`config.mk`:
```
export PLATFORM = sky130hd
export DESIGN_NAME = ifc_top
export DESIGN_NICKNAME = d
export VERILOG_FILES = /design/src/ifc_pkg.sv /design/src/ifc_top.sv
export SDC_FILE = /design/constraint.sdc
export NUM_CORES = 1
export LEC_CHECK = 0
export BUFFER_PORTS_ARGS = -buffer_cell sky130_fd_sc_hd__buf_4
export CORE_MARGIN = 1
export CORE_UTILIZATION = 45
export DETAILED_ROUTE_END_ITERATION = 8
export GPL_TIMING_DRIVEN = 1
export HOLD_SLACK_MARGIN = 0.05
export PLACE_DENSITY = 0.66
export SLEW_MARGIN = 20
export SYNTH_ARGS = -nofsm -noshare
export SYNTH_HDL_FRONTEND = slang
export SYNTH_SLANG_ARGS = --single-unit
```
`constraint.sdc`:
```
create_clock -name clk -period 7.5 [get_ports clk]
set_input_delay 0.75 -clock clk [delete_from_list [all_inputs] [get_ports clk]]
set_output_delay 0.75 -clock clk [all_outputs]
set_load 0.01 [all_outputs]
```
`src/ifc_pkg.sv`:
```
package ifc_pkg;

    // register byte addresses, one aligned 32-bit word each
    localparam logic [11:0] OFS_CTRL        = 12'h700;
    localparam logic [11:0] OFS_PERIPH_FLG0 = 12'h704;
    localparam logic [11:0] OFS_PWR_STATUS  = 12'h708;
    localparam logic [11:0] OFS_IRQ_STATUS  = 12'h70c;
    localparam logic [11:0] OFS_TMR_FLG4    = 12'h710;
    localparam logic [11:0] OFS_IRQ_MASK    = 12'h714;
    localparam logic [11:0] OFS_CORE_STATE  = 12'h718;
    // shadow copies, bank 63 window
    localparam logic [11:0] OFS_SHD_W       = 12'h7e0;
    localparam logic [11:0] OFS_SHD_STATUS  = 12'h7e4;
    localparam logic [11:0] OFS_SHD_BSR     = 12'h7e8;
    localparam logic [11:0] OFS_SHD_FSR0    = 12'h7ec;
    localparam logic [11:0] OFS_SHD_FSR1    = 12'h7f0;
    localparam logic [11:0] OFS_SHD_PC_HIGH_LATCH  = 12'h7f4;

    // control register fields
    localparam int CTRL_GIE_BIT      = 0;
    localparam int CTRL_EXT_EN_BIT   = 1;
    localparam int CTRL_IDLE_SEL_BIT = 2;
    localparam int CTRL_ROI_BIT      = 3;
    localparam int CTRL_DOZE_BIT     = 4;
    localparam int CTRL_STK_RST_BIT  = 5;
    localparam int CTRL_EDGE_UP_BIT  = 6;
    localparam logic [7:0] CTRL_RESET = 8'h40;

    // flag registers
    localparam int PF0_EXT_BIT       = 0;
    localparam logic [7:0] PF0_MASK  = 8'h01;
    localparam logic [7:0] TFLG_MASK = 8'h3f;
    localparam int PWR_OVF_BIT       = 7;
    localparam int PWR_UNF_BIT       = 6;
    localparam logic [7:0] PWR_MASK  = 8'hc0;

    // sticky event bits of the irq status and mask registers
    localparam int EV_EXT_BIT   = 0;
    localparam int EV_TMR_BIT   = 1;
    localparam int EV_OVF_BIT   = 2;
    localparam int EV_UNF_BIT   = 3;
    localparam int EV_ENTRY_BIT = 4;
    localparam logic [7:0] EV_MASK = 8'h1f;

    // live status bits that are not part of the saved context
    localparam int STATUS_TIMEOUT_BIT   = 4;
    localparam int STATUS_POWERDOWN_BIT = 3;

    localparam int STACK_DEPTH_DEF = 16;
    localparam int PC_W_DEF        = 15;

    typedef struct packed {
        logic [7:0]  w;
        logic [7:0]  status;
        logic [7:0]  bank_selector;
        logic [15:0] fsr0;
        logic [15:0] fsr1;
        logic [7:0]  pc_high_latch;
    } ifc_ctx_t;

    // timers 1,3,5 -> odd_ovf[0..2]; timers 2,4,6 -> even_*[0..2]
    typedef struct packed {
        logic [2:0] odd_ovf;
        logic [2:0] even_match;
        logic [2:0] even_post_ovf;
        logic [2:0] even_1to1;
    } ifc_tmr_ev_t;

endpackage

```
`src/ifc_top.sv`:
```
// Functional notes
// - ext pin edge sets flag regardless of enables
// - flag with both enables vectors the core
// - entry pushes return pc onto stack
// - entry saves core context except timeout, powerdown
// - return restores context from shadow copies
// - shadows read/write by software, restored on return
// - timer flags bits 0-5, reset zero, top unimplemented
// - even timers: postscaler overflow or 1:1 match
// - odd timers: counter overflow sets flag
// - ext pin edge or timer event ends idle, select kept
// - recover-on-irq with doze restores full speed on wake from idle
// - 16x15 stack, overflow/underflow flags set
// - stack error reset enable triggers software reset
//
// Our own choice: the Avalon-MM register port.
module ifc_top
    import ifc_pkg::*;
#(
    parameter int STACK_DEPTH = STACK_DEPTH_DEF,
    parameter int PC_W        = PC_W_DEF
) (
    input  wire logic              clk,
    input  wire logic              rst,
    input  wire logic [11:0]       avs_address,
    input  wire logic              avs_read,
    input  wire logic              avs_write,
    input  wire logic [31:0]       avs_writedata,
    output logic [31:0]            avs_readdata,
    output logic                   avs_waitrequest,
    output logic                   irq,
    input  wire logic              ext_int_pin,
    input  wire ifc_tmr_ev_t       tmr_ev,
    input  wire logic              core_boundary,
    input  wire logic [PC_W-1:0]   core_ret_pc,
    input  wire ifc_ctx_t          core_ctx,
    input  wire logic              core_push,
    input  wire logic [PC_W-1:0]   core_push_pc,
    input  wire logic              core_pop,
    input  wire logic              core_retfie,
    input  wire logic              core_sleep,
    output logic                   vector_go,
    output logic                   restore_go,
    output ifc_ctx_t               restore_ctx,
    output logic [PC_W-1:0]        pop_pc,
    output logic                   soft_reset,
    output logic                   idle_active,
    output logic                   sleep_active,
    output logic                   doze_active
);

    localparam int PTR_W = $clog2(STACK_DEPTH + 1);
    localparam int IDX_W = $clog2(STACK_DEPTH);
    localparam logic [7:0] STATUS_SAVE_MASK =
        ~((8'h01 << STATUS_TIMEOUT_BIT) | (8'h01 << STATUS_POWERDOWN_BIT));

    generate
        if (STACK_DEPTH < 2 || (1 << IDX_W) != STACK_DEPTH || PC_W < 1 || PC_W > 16) begin : g_bad_param
            $error("ifc_top: stack depth must be a power of two, pc width 1..16");
        end
    endgenerate

    typedef struct packed {
        logic [2:0]                         sync;
        logic                               ext_lvl;
        logic                               ack;
        logic                               waitreq;
        logic [31:0]                        rdata;
        logic [7:0]                         ctrl;
        logic [7:0]                         pflags0;
        logic [7:0]                         tflags;
        logic [7:0]                         pwr;
        logic [7:0]                         ev;
        logic [7:0]                         mask;
        ifc_ctx_t                           shadow;
        logic [STACK_DEPTH-1:0][PC_W-1:0]   stack;
        logic [PTR_W-1:0]                   sp;
        logic [PC_W-1:0]                    pop_pc;
        logic                               in_isr;
        logic                               vector_go;
        logic                               restore_go;
        logic                               soft_reset;
        logic                               idle;
        logic                               asleep;
        logic                               irq;
    } ifc_state_t;

    ifc_state_t state_reg;
    ifc_state_t state_next;

    // software write, then hardware sets on top so a set survives a clear
    function automatic logic [7:0] flag_update(
        input logic [7:0] old_val,
        input logic [7:0] wr_val,
        input logic       wr_en,
        input logic [7:0] set_val,
        input logic [7:0] impl_mask
    );
        return ((wr_en ? wr_val : old_val) | set_val) & impl_mask;
    endfunction

    logic             lvl_now;
    logic             ext_edge;
    logic [5:0]       tmr_set;
    logic             wr_hit;
    logic             rd_hit;
    logic [7:0]       wbyte;
    logic             entry;
    logic             ovf_set;
    logic             unf_set;
    logic             wake_event;
    logic [7:0]       ev_set;
    logic [7:0]       ev_clear;

    always_comb begin
        state_next = state_reg;
        state_next.vector_go  = 1'b0;
        state_next.restore_go = 1'b0;
        state_next.soft_reset = 1'b0;
        ovf_set = 1'b0;
        unf_set = 1'b0;
        wbyte   = avs_writedata[7:0];

        // three-stage synchroniser; a level counts once stages two and three agree
        state_next.sync = {state_reg.sync[1], state_reg.sync[0], ext_int_pin};
        lvl_now = (state_reg.sync[1] == state_reg.sync[2]) ? state_reg.sync[2] : state_reg.ext_lvl;
        state_next.ext_lvl = lvl_now;
        ext_edge = state_reg.ctrl[CTRL_EDGE_UP_BIT] ? (lvl_now & ~state_reg.ext_lvl)
                                                    : (~lvl_now & state_reg.ext_lvl);

        for (int i = 0; i < 3; i++) begin
            tmr_set[2*i]   = tmr_ev.odd_ovf[i];
            tmr_set[2*i+1] = tmr_ev.even_1to1[i] ? tmr_ev.even_match[i] : tmr_ev.even_post_ovf[i];
        end

        // bus: one wait cycle, write and read-clear act on the acknowledge edge
        wr_hit = state_reg.ack & avs_write;
        rd_hit = state_reg.ack & avs_read;
        state_next.ack     = (avs_read | avs_write) & ~state_reg.ack;
        state_next.waitreq = ~state_next.ack;

        if (wr_hit && avs_address == OFS_CTRL) begin
            state_next.ctrl = wbyte;
        end
        if (wr_hit && avs_address == OFS_IRQ_MASK) begin
            state_next.mask = wbyte & EV_MASK;
        end
        if (wr_hit && avs_address == OFS_SHD_W) begin
            state_next.shadow.w = wbyte;
        end
        if (wr_hit && avs_address == OFS_SHD_STATUS) begin
            state_next.shadow.status = wbyte & STATUS_SAVE_MASK;
        end
        if (wr_hit && avs_address == OFS_SHD_BSR) begin
            state_next.shadow.bank_selector = wbyte;
        end
        if (wr_hit && avs_address == OFS_SHD_FSR0) begin
            state_next.shadow.fsr0 = avs_writedata[15:0];
        end
        if (wr_hit && avs_address == OFS_SHD_FSR1) begin
            state_next.shadow.fsr1 = avs_writedata[15:0];
        end
        if (wr_hit && avs_address == OFS_SHD_PC_HIGH_LATCH) begin
            state_next.shadow.pc_high_latch = wbyte;
        end

        state_next.pflags0 = flag_update(state_reg.pflags0, wbyte,
                                         wr_hit && avs_address == OFS_PERIPH_FLG0,
                                         8'(ext_edge) << PF0_EXT_BIT, PF0_MASK);
        state_next.tflags = flag_update(state_reg.tflags, wbyte,
                                        wr_hit && avs_address == OFS_TMR_FLG4,
                                        {2'b00, tmr_set}, TFLG_MASK);

        // interrupt entry only at an instruction boundary and not nested
        entry = state_reg.pflags0[PF0_EXT_BIT] & state_reg.ctrl[CTRL_GIE_BIT]
              & state_reg.ctrl[CTRL_EXT_EN_BIT] & ~state_reg.in_isr & core_boundary;
        if (entry) begin
            state_next.vector_go = 1'b1;
            state_next.in_isr    = 1'b1;
            state_next.shadow    = core_ctx;
            state_next.shadow.status = core_ctx.status & STATUS_SAVE_MASK;
        end

        // a push that finds the stack full is dropped, keeping older entries intact
        if (entry || core_push) begin
            if (state_reg.sp == PTR_W'(STACK_DEPTH)) begin
                ovf_set = 1'b1;
            end else begin
                state_next.stack[state_reg.sp[IDX_W-1:0]] = entry ? core_ret_pc : core_push_pc;
                state_next.sp = state_reg.sp + PTR_W'(1);
            end
        end else if (core_pop || (core_retfie && state_reg.in_isr)) begin
            if (state_reg.sp == '0) begin
                unf_set = 1'b1;
                state_next.pop_pc = '0;
            end else begin
                state_next.pop_pc = state_reg.stack[IDX_W'(state_reg.sp - PTR_W'(1))];
                state_next.sp = state_reg.sp - PTR_W'(1);
            end
        end

        // restore_ctx is the shadow itself, so software edits made in the isr win
        if (core_retfie && state_reg.in_isr && !entry && !core_push) begin
            state_next.restore_go = 1'b1;
            state_next.in_isr     = 1'b0;
        end

        state_next.pwr = flag_update(state_reg.pwr, wbyte,
                                     wr_hit && avs_address == OFS_PWR_STATUS,
                                     (8'(ovf_set) << PWR_OVF_BIT) | (8'(unf_set) << PWR_UNF_BIT),
                                     PWR_MASK);
        state_next.soft_reset = (ovf_set | unf_set) & state_reg.ctrl[CTRL_STK_RST_BIT];

        if (core_sleep) begin
            if (state_reg.ctrl[CTRL_IDLE_SEL_BIT]) begin
                state_next.idle = 1'b1;
            end else begin
                state_next.asleep = 1'b1;
            end
        end
        // wake does not look at the global enable; idle select stays as written
        wake_event = ext_edge | (|tmr_set);
        if (wake_event && (state_reg.idle || state_reg.asleep)) begin
            state_next.idle   = 1'b0;
            state_next.asleep = 1'b0;
            if (state_reg.idle && state_reg.ctrl[CTRL_ROI_BIT] && state_reg.ctrl[CTRL_DOZE_BIT]) begin
                state_next.ctrl[CTRL_DOZE_BIT] = 1'b0;
            end
        end

        // only bits that were actually returned by the read are cleared
        ev_set = ((8'(ext_edge) << EV_EXT_BIT) | (8'(|tmr_set) << EV_TMR_BIT)
               | (8'(ovf_set) << EV_OVF_BIT) | (8'(unf_set) << EV_UNF_BIT)
               | (8'(entry) << EV_ENTRY_BIT));
        ev_clear = (rd_hit && avs_address == OFS_IRQ_STATUS) ? state_reg.rdata[7:0] : 8'h00;
        state_next.ev  = ((state_reg.ev & ~ev_clear) | ev_set) & EV_MASK;
        state_next.irq = |(state_next.ev & state_next.mask);

        // read data captured on the request edge, presented while waitrequest is low
        if ((avs_read | avs_write) && !state_reg.ack) begin
            unique case (avs_address)
                OFS_CTRL:        state_next.rdata = 32'(state_reg.ctrl);
                OFS_PERIPH_FLG0: state_next.rdata = 32'(state_reg.pflags0);
                OFS_PWR_STATUS:  state_next.rdata = 32'(state_reg.pwr);
                OFS_IRQ_STATUS:  state_next.rdata = 32'(state_reg.ev);
                OFS_TMR_FLG4:    state_next.rdata = 32'(state_reg.tflags);
                OFS_IRQ_MASK:    state_next.rdata = 32'(state_reg.mask);
                OFS_CORE_STATE:  state_next.rdata = 32'({state_reg.sp, state_reg.asleep,
                                                         state_reg.idle, state_reg.in_isr});
                OFS_SHD_W:       state_next.rdata = 32'(state_reg.shadow.w);
                OFS_SHD_STATUS:  state_next.rdata = 32'(state_reg.shadow.status);
                OFS_SHD_BSR:     state_next.rdata = 32'(state_reg.shadow.bank_selector);
                OFS_SHD_FSR0:    state_next.rdata = 32'(state_reg.shadow.fsr0);
                OFS_SHD_FSR1:    state_next.rdata = 32'(state_reg.shadow.fsr1);
                OFS_SHD_PC_HIGH_LATCH:  state_next.rdata = 32'(state_reg.shadow.pc_high_latch);
                default:         state_next.rdata = 32'h0000_0000;
            endcase
        end
    end

    always_ff @(posedge clk) begin
        if (rst) begin
            state_reg         <= '0;
            state_reg.waitreq <= 1'b1;
            state_reg.ctrl    <= CTRL_RESET;
        end else begin
            state_reg <= state_next;
        end
    end

    assign avs_readdata    = state_reg.rdata;
    assign avs_waitrequest = state_reg.waitreq;
    assign irq             = state_reg.irq;
    assign vector_go       = state_reg.vector_go;
    assign restore_go      = state_reg.restore_go;
    assign restore_ctx     = state_reg.shadow;
    assign pop_pc          = state_reg.pop_pc;
    assign soft_reset      = state_reg.soft_reset;
    assign idle_active     = state_reg.idle;
    assign sleep_active    = state_reg.asleep;
    assign doze_active     = state_reg.ctrl[CTRL_DOZE_BIT];

endmodule

```
==> flow_summary.yaml, run 1 <==
outcome:
  status: "complete, no violations"
logic_synthesis:
  muxShareOfSynthArea_pct: 10.35
  ys_ff_latch: 378
  ys_dominant_reg_cell: "dfxtp_1"
  synth-xor-area-share_pct: 0.2993
  yosysWarnings: 0
  synth.distinct_cells: 75
  synth_cells: 1912
  synth-compound-area-share_pct: 20.76
  yosysSeqAreaShare_pct: 43.10
  synthArstFlopShare_pct: 0
  synth_fa_ha_area_share_pct: 0.3563
  synth-edff-count: 0
  synth_top_family_by_area: "compound AO/OA/AOI/OAI gates"
  yosys.area_share.simple_pct: 15.43
  avgSynthCellArea_um2: 9.182
  synth_area_um2: 17560
placement:
  place_congestion: 0.9299
  io_buffer_count: 242
  pre_cts_slack_ns: 4.250
  place_area_um2: 18810
  dpl.hpwl_um: 33010
clocking:
  cts_buffer_depth: 3
  cts_tree: "done"
  cts_resized: 0
  holdBufCountCts: 0
  clock-root-buffer: "clkbuf_16"
  clock_sinks: 378
  postCtsSetupBuffers: 0
  numCtsBuffers: 41
  worst_setup_hold_path_clk_slew_ns: 0.06
  h-tree-depth: 2
  clock_latency_ns: 0.57
detailed_routing:
  drtAntennaViolNets: 0
  first_iter_violations: 1176
  vias: 14448
  drt-wirelength-per-cell_um: 20.55
  drcViolationCount: 0
  viasPerCell: 5.777
  routed_wl_um: 51400
  dr.pass1.iters: 5
worst_setup_path:
  critPathLaunchType: "flip-flop"
  path_max_fanout: 46
  worst_ep_required_time_ns: 7.96
  reg2regPathDepth: 6
  crit_type: "flip-flop to flip-flop"
  critPathArrivalTime_ns: 3.68
  cp-end-kind: "flip-flop"
layout:
  syn2layout_area_growth_pct: 14.84
  layout_commonest_cell: "dfxtp_1"
  layout_common_cells: "377 x dfxtp_1, 340 x nor2_1, 288 x a211oi_1"
  drive_gt1_share_pct: 22.32
  fin_area_um2: 20160
  nets: 2125
floorplanning:
  die_h_um: 199.5
  num_io_pins: 279
  initial_core_util_pct: 46.18
  rows: 71
  fp.dieArea_um2: 39810
  core_region_area_um2: 38020
  die_x_um: 199.5
sta:
  hold_violations: 0
  worstMarginPinSlew_ns: 1.185
  whs_ns: 0.4222
  setup_viol_count_final: 0
  finalMaxSlewViolations: 0
  period_needed_ns: 3.228
  finalWorstSetupSlack_ns: 4.272
  final.setup.tns_ns: 0
  max-slew-margin-rel_pct: 20.94
  period_share_pct: 43.04
  fin_skew_ns: 0.03081
  max_clock_freq_mhz: 309.8
  rsz0062_at_grt: "false"
grt:
  overflow: 0
  antenna_found_initial: 1
  grt_start_max_net_pins: 202
  grt_usage_pct: 25.55
  grt_pass1_vias: 13511
  grt_first_pass_wirelength_um: 78670
min_path:
  holdPathStages: 2
  hold_path.class: "primary input to flip-flop"
flow_run:
  max_cap_violations: 0
power_and_ir_drop:
  p_leak_nw: 7.143
  power_density_nw_per_um2: 257.9
  finalPower_mw: 5.199
  peakVddDrop_uv: 206.6
[worst max-delay path: stages (launching register included)]
cell	delay (ns)
dfxtp_4	0.63
buf_4	0.82
ha_1	0.34
and4b_1	0.62
buf_4	0.40
nor2_1	0.08
a211oi_1	0.21
[logic make-up (layout without fill, tap and decap cells)]
logic type,Yosys count,count (layout)
multiplexers,104,104
buffers and inverters,310,370
AO/OA/AOI/OAI,506,506
flip-flops,378,378
other,1,19
adder cells (fa/ha/maj),5,5
AND/OR/NAND/NOR,602,602
XOR/XNOR,6,6
[cell usage after synthesis (13+ instances only)]
library cell,n,area [um2]
nand3_1,43,215.2
and4_1,13,113.9
nand2_1,122,457.9
a32oi_1,18,157.7
a311oi_1,17,148.9
o21ai_0,33,165.2
mux2i_1,35,350.3
inv_1,16,60.06
a22oi_1,23,172.7
clkbuf_1,111,416.7
nor2_1,344,1291
nor3_1,13,65.06
mux4_2,61,1374
a21oi_1,75,375.4
buf_4,116,870.8
buf_2,56,280.3
dfxtp_1,378,7567
a211oi_1,288,2162
[power breakdown]
group | internal [mW] | total (mW) | switching, mW | leakage [nW]
clock | 1.19 | 2.00 | 0.808 | 0.660
sequential | 2.11 | 2.20 | 0.0909 | 3.06
combinational | 0.369 | 1.00 | 0.632 | 3.43
[path summary, 6_finish.rpt]
| kind | slack [ns] | endpoint | startpoint |
|---|---|---|---|
| max reg2reg | 4.27 | flip-flop | state_reg[22] |
| min | 0.42 | restore_go | core_push |
| min reg2reg | 0.47 | avs_readdata[8] | avs_readdata[8] |
| max | 4.27 | flip-flop | state_reg[22] |
[routing by layer]
metal	up-vias	GRT usage, %	part of all wire (%)
li1	6931	-	-
met1	6952	34.29	44
met2	487	42.03	47
met3	78	4.793	7.0
met4	0	6.616	2.2
met5	-	0	0
[cell type report]
class,instances,area (um2)
well taps,511,639.4
repair buffers,282,2135
clock inverters,7,73.82
diodes,1,2.502
fillers,3474,17860
clock buffers,65,1267
multi-input cells,1241,8413
inverters,16,60.06
flip-flops and latches,378,7571
[metrics by stage]
| step | util (%) | cells |
|---|---|---|
| after floorplan | - | 1929 |
| after global placement | 49.42 | 2427 |
| after detailed placement | 49.47 | 2427 |
| after CTS | 53.00 | 2499 |
| after global routing | 53.03 | 2501 |
| final | 53.03 | 2501 |
(Power assumes the default switching activity.)
==> run 2: changes to the inputs <==
- PLACE_DENSITY: 0.66 -> 0.68
- clock period: 7.5 -> 2.94 ns (I/O delays scaled with it)
==> run 2 against run 1 <==
Compared with the run above: clock-buffer cell count fell by 5; clock skew fell by 0.0086 ns; sequential share of layout area fell by 1.3 points; sequential cell count did not move; clock power rose to 2.5 times the previous value; hold slack got worse by 0.36 ns; fmax rose by 31%; first-iteration DRC count rose by 21%; register-to-register slack got worse by 3.8 ns; setup slack got worse by 3.8 ns; die area did not move; largest cell class unchanged.
==> flow_summary.yaml, run 2 (synthesized netlist as in run 1, its figures left out) <==
floorplanning:
  initial_core_util_pct: 46.18
  core_region_area_um2: 38020
  num_io_pins: 279
  die_x_um: 199.5
  rows: 71
  die_h_um: 199.5
  fp.dieArea_um2: 39810
outcome:
  status: "complete, no violations"
grt:
  overflow: 0
  grtUsageMet1_pct: 34.00
  grt_pass1_vias: 14152
  grt_usage_pct: 25.95
  antenna_found_initial: 0
  grt_start_max_net_pins: 178
  busiest_layer: "met2"
  grtUsageMet3_pct: 5.063
  grt_first_pass_wirelength_um: 80100
  grtUsageMet2_pct: 42.98
placement:
  pre_cts_slack_ns: 0.5579
  place_congestion: 0.9206
  io_buffer_count: 242
  place_area_um2: 19030
  dpl.hpwl_um: 33650
layout:
  utilization_pct: 54.94
  drive_gt1_share_pct: 22.51
  layout_common_cells: "377 x dfxtp_1, 342 x nor2_1, 301 x buf_4"
  diodes: 0
  syn2layout_area_growth_pct: 18.98
  fin_area_um2: 20890
  nets: 2204
  layout_commonest_cell: "dfxtp_1"
sta:
  hold_violations: 0
  setup_viol_count_final: 0
  max_clock_freq_mhz: 404.5
  worstMarginPinSlew_ns: 1.116
  finalWorstSetupSlack_ns: 0.4678
  finalMaxSlewViolations: 0
  rsz0062_at_grt: "false"
  final.setup.tns_ns: 0
  period_needed_ns: 2.472
  max-slew-margin-rel_pct: 25.07
  fin_skew_ns: 0.02222
  period_share_pct: 84.09
worst_setup_path:
  critPathLaunchType: "flip-flop"
  timing.rr.start: "state_reg[412]"
  worst_ep_required_time_ns: 3.46
  setup.worst_path.start: "state_reg[412]"
  reg2regPathDepth: 5
  r2r_slack_ns: 0.47
  cp-end-kind: "flip-flop"
  endpoint: "restore_ctx[37]"
  path_max_fanout: 32
  critPathArrivalTime_ns: 2.99
  crit_type: "flip-flop to flip-flop"
  timing.rr.end: "restore_ctx[37]"
flow_run:
  max_cap_violations: 0
power_and_ir_drop:
  sequentialPowerShare_pct: 41.4
  p_comb_share_pct: 20.9
  power_frac_clock_pct: 37.7
  power_density_nw_per_um2: 640.3
  netSwitchingFraction_pct: 29.73
  switching_power_mw: 3.977
  p_leak_nw: 7.544
  peakVddDrop_uv: 489.8
  intPower_mw: 9.398
detailed_routing:
  vias: 14937
  dr.pass1.iters: 6
  viasPerCell: 5.796
  first_iter_violations: 1427
  drtAntennaViolNets: 0
  drt-wirelength-per-cell_um: 20.32
  drcViolationCount: 0
  routed_wl_um: 52360
min_path:
  hold_path.class: "primary input to flip-flop"
clocking:
  h-tree-depth: 2
  cts_resized: 0
  cts_tree: "done"
  worst_setup_hold_path_clk_slew_ns: 0.06
  cts_buffer_depth: 3
  numCtsBuffers: 41
  clock-root-buffer: "clkbuf_16"
  clock_latency_ns: 0.58
  clock_sinks: 378
## run 2: changes by cell type in the layout (fill, tap and decap cells not counted), sizes merged
cell,previous run,this run
diode,1,0
dlygate4sd3,0,53
clkinv,5,7
buf,282,307
clkinvlp,1,0
clkbuf,65,61
inv,16,18
## run 2: worst min-delay path by stage
| stage | from | endpoint | slack, ns | cells past startpoint |
|---|---|---|---|---|
| 6_report | core_ctx[58] | restore_ctx[58] | 0.06 | 3 |
| 5_1_grt | avs_writedata[11] | restore_ctx[19] | 0.07 | 3 |
| 4_1_cts | core_ctx[55] | restore_ctx[55] | 0.05 | 3 |
| 3_5_place_dp | state_reg[376] | soft_reset | 0.45 | 2 |
| 3_3_place_gp | avs_readdata[12] | avs_readdata[12] | 0.44 | 2 |
| 2_1_floorplan | core_push | restore_go | 0.37 | 1 |
## run 2: routing by layer
layer | up-vias | wire, um
met3 | 91 | 4279
met5 | - | 0
met2 | 584 | 24850
met4 | 0 | 1225
met1 | 7169 | 22000
li1 | 7093 | -
## run 2: power by group through the flow
stage                     Clock [mW]  Sequential [mW]  Combinational (mW)
after floorplan                    0             5.58                1.77
after global placement             0             5.63                2.67
after detailed placement           0             5.64                2.71
after CTS                       5.10             5.53                2.77
after global routing            5.31             5.56                3.00
final                           5.05             5.54                2.79
## run 2: what timing repair did
action,CTS,global route
hold buffers,53,0
setup buffers,0,0
endpoints found under the hold margin,45,0
## run 2: through the flow
stage               total power [mW]  std cells  hold slack (ns)
floorplan                      7.358       1929           0.3711
global placement               8.303       2453           0.4382
detailed placement             8.352       2453           0.4542
CTS                            13.40       2576          0.05039
global route                   13.86       2577          0.06996
finish                         13.37       2577          0.06261
## run 2: area by class of cell
cell class | count | area, um2
sequential | 378 | 7571
timing repair buffer | 361 | 2913
clock buffer | 60 | 1207
inverter | 16 | 60.06
fill | 3333 | 17130
clock inverter | 10 | 105.1
tap | 511 | 639.4
multi-input combinational | 1241 | 8393
## run 2: worst max-delay path, cell delays in order, from the launching register on
cell and delay [ns]:
dfxtp_1 0.36, and2_1 0.44, a21o_2 0.62, nor2_1 0.12, a311oi_1 0.29, dlygate4sd3_1 0.58
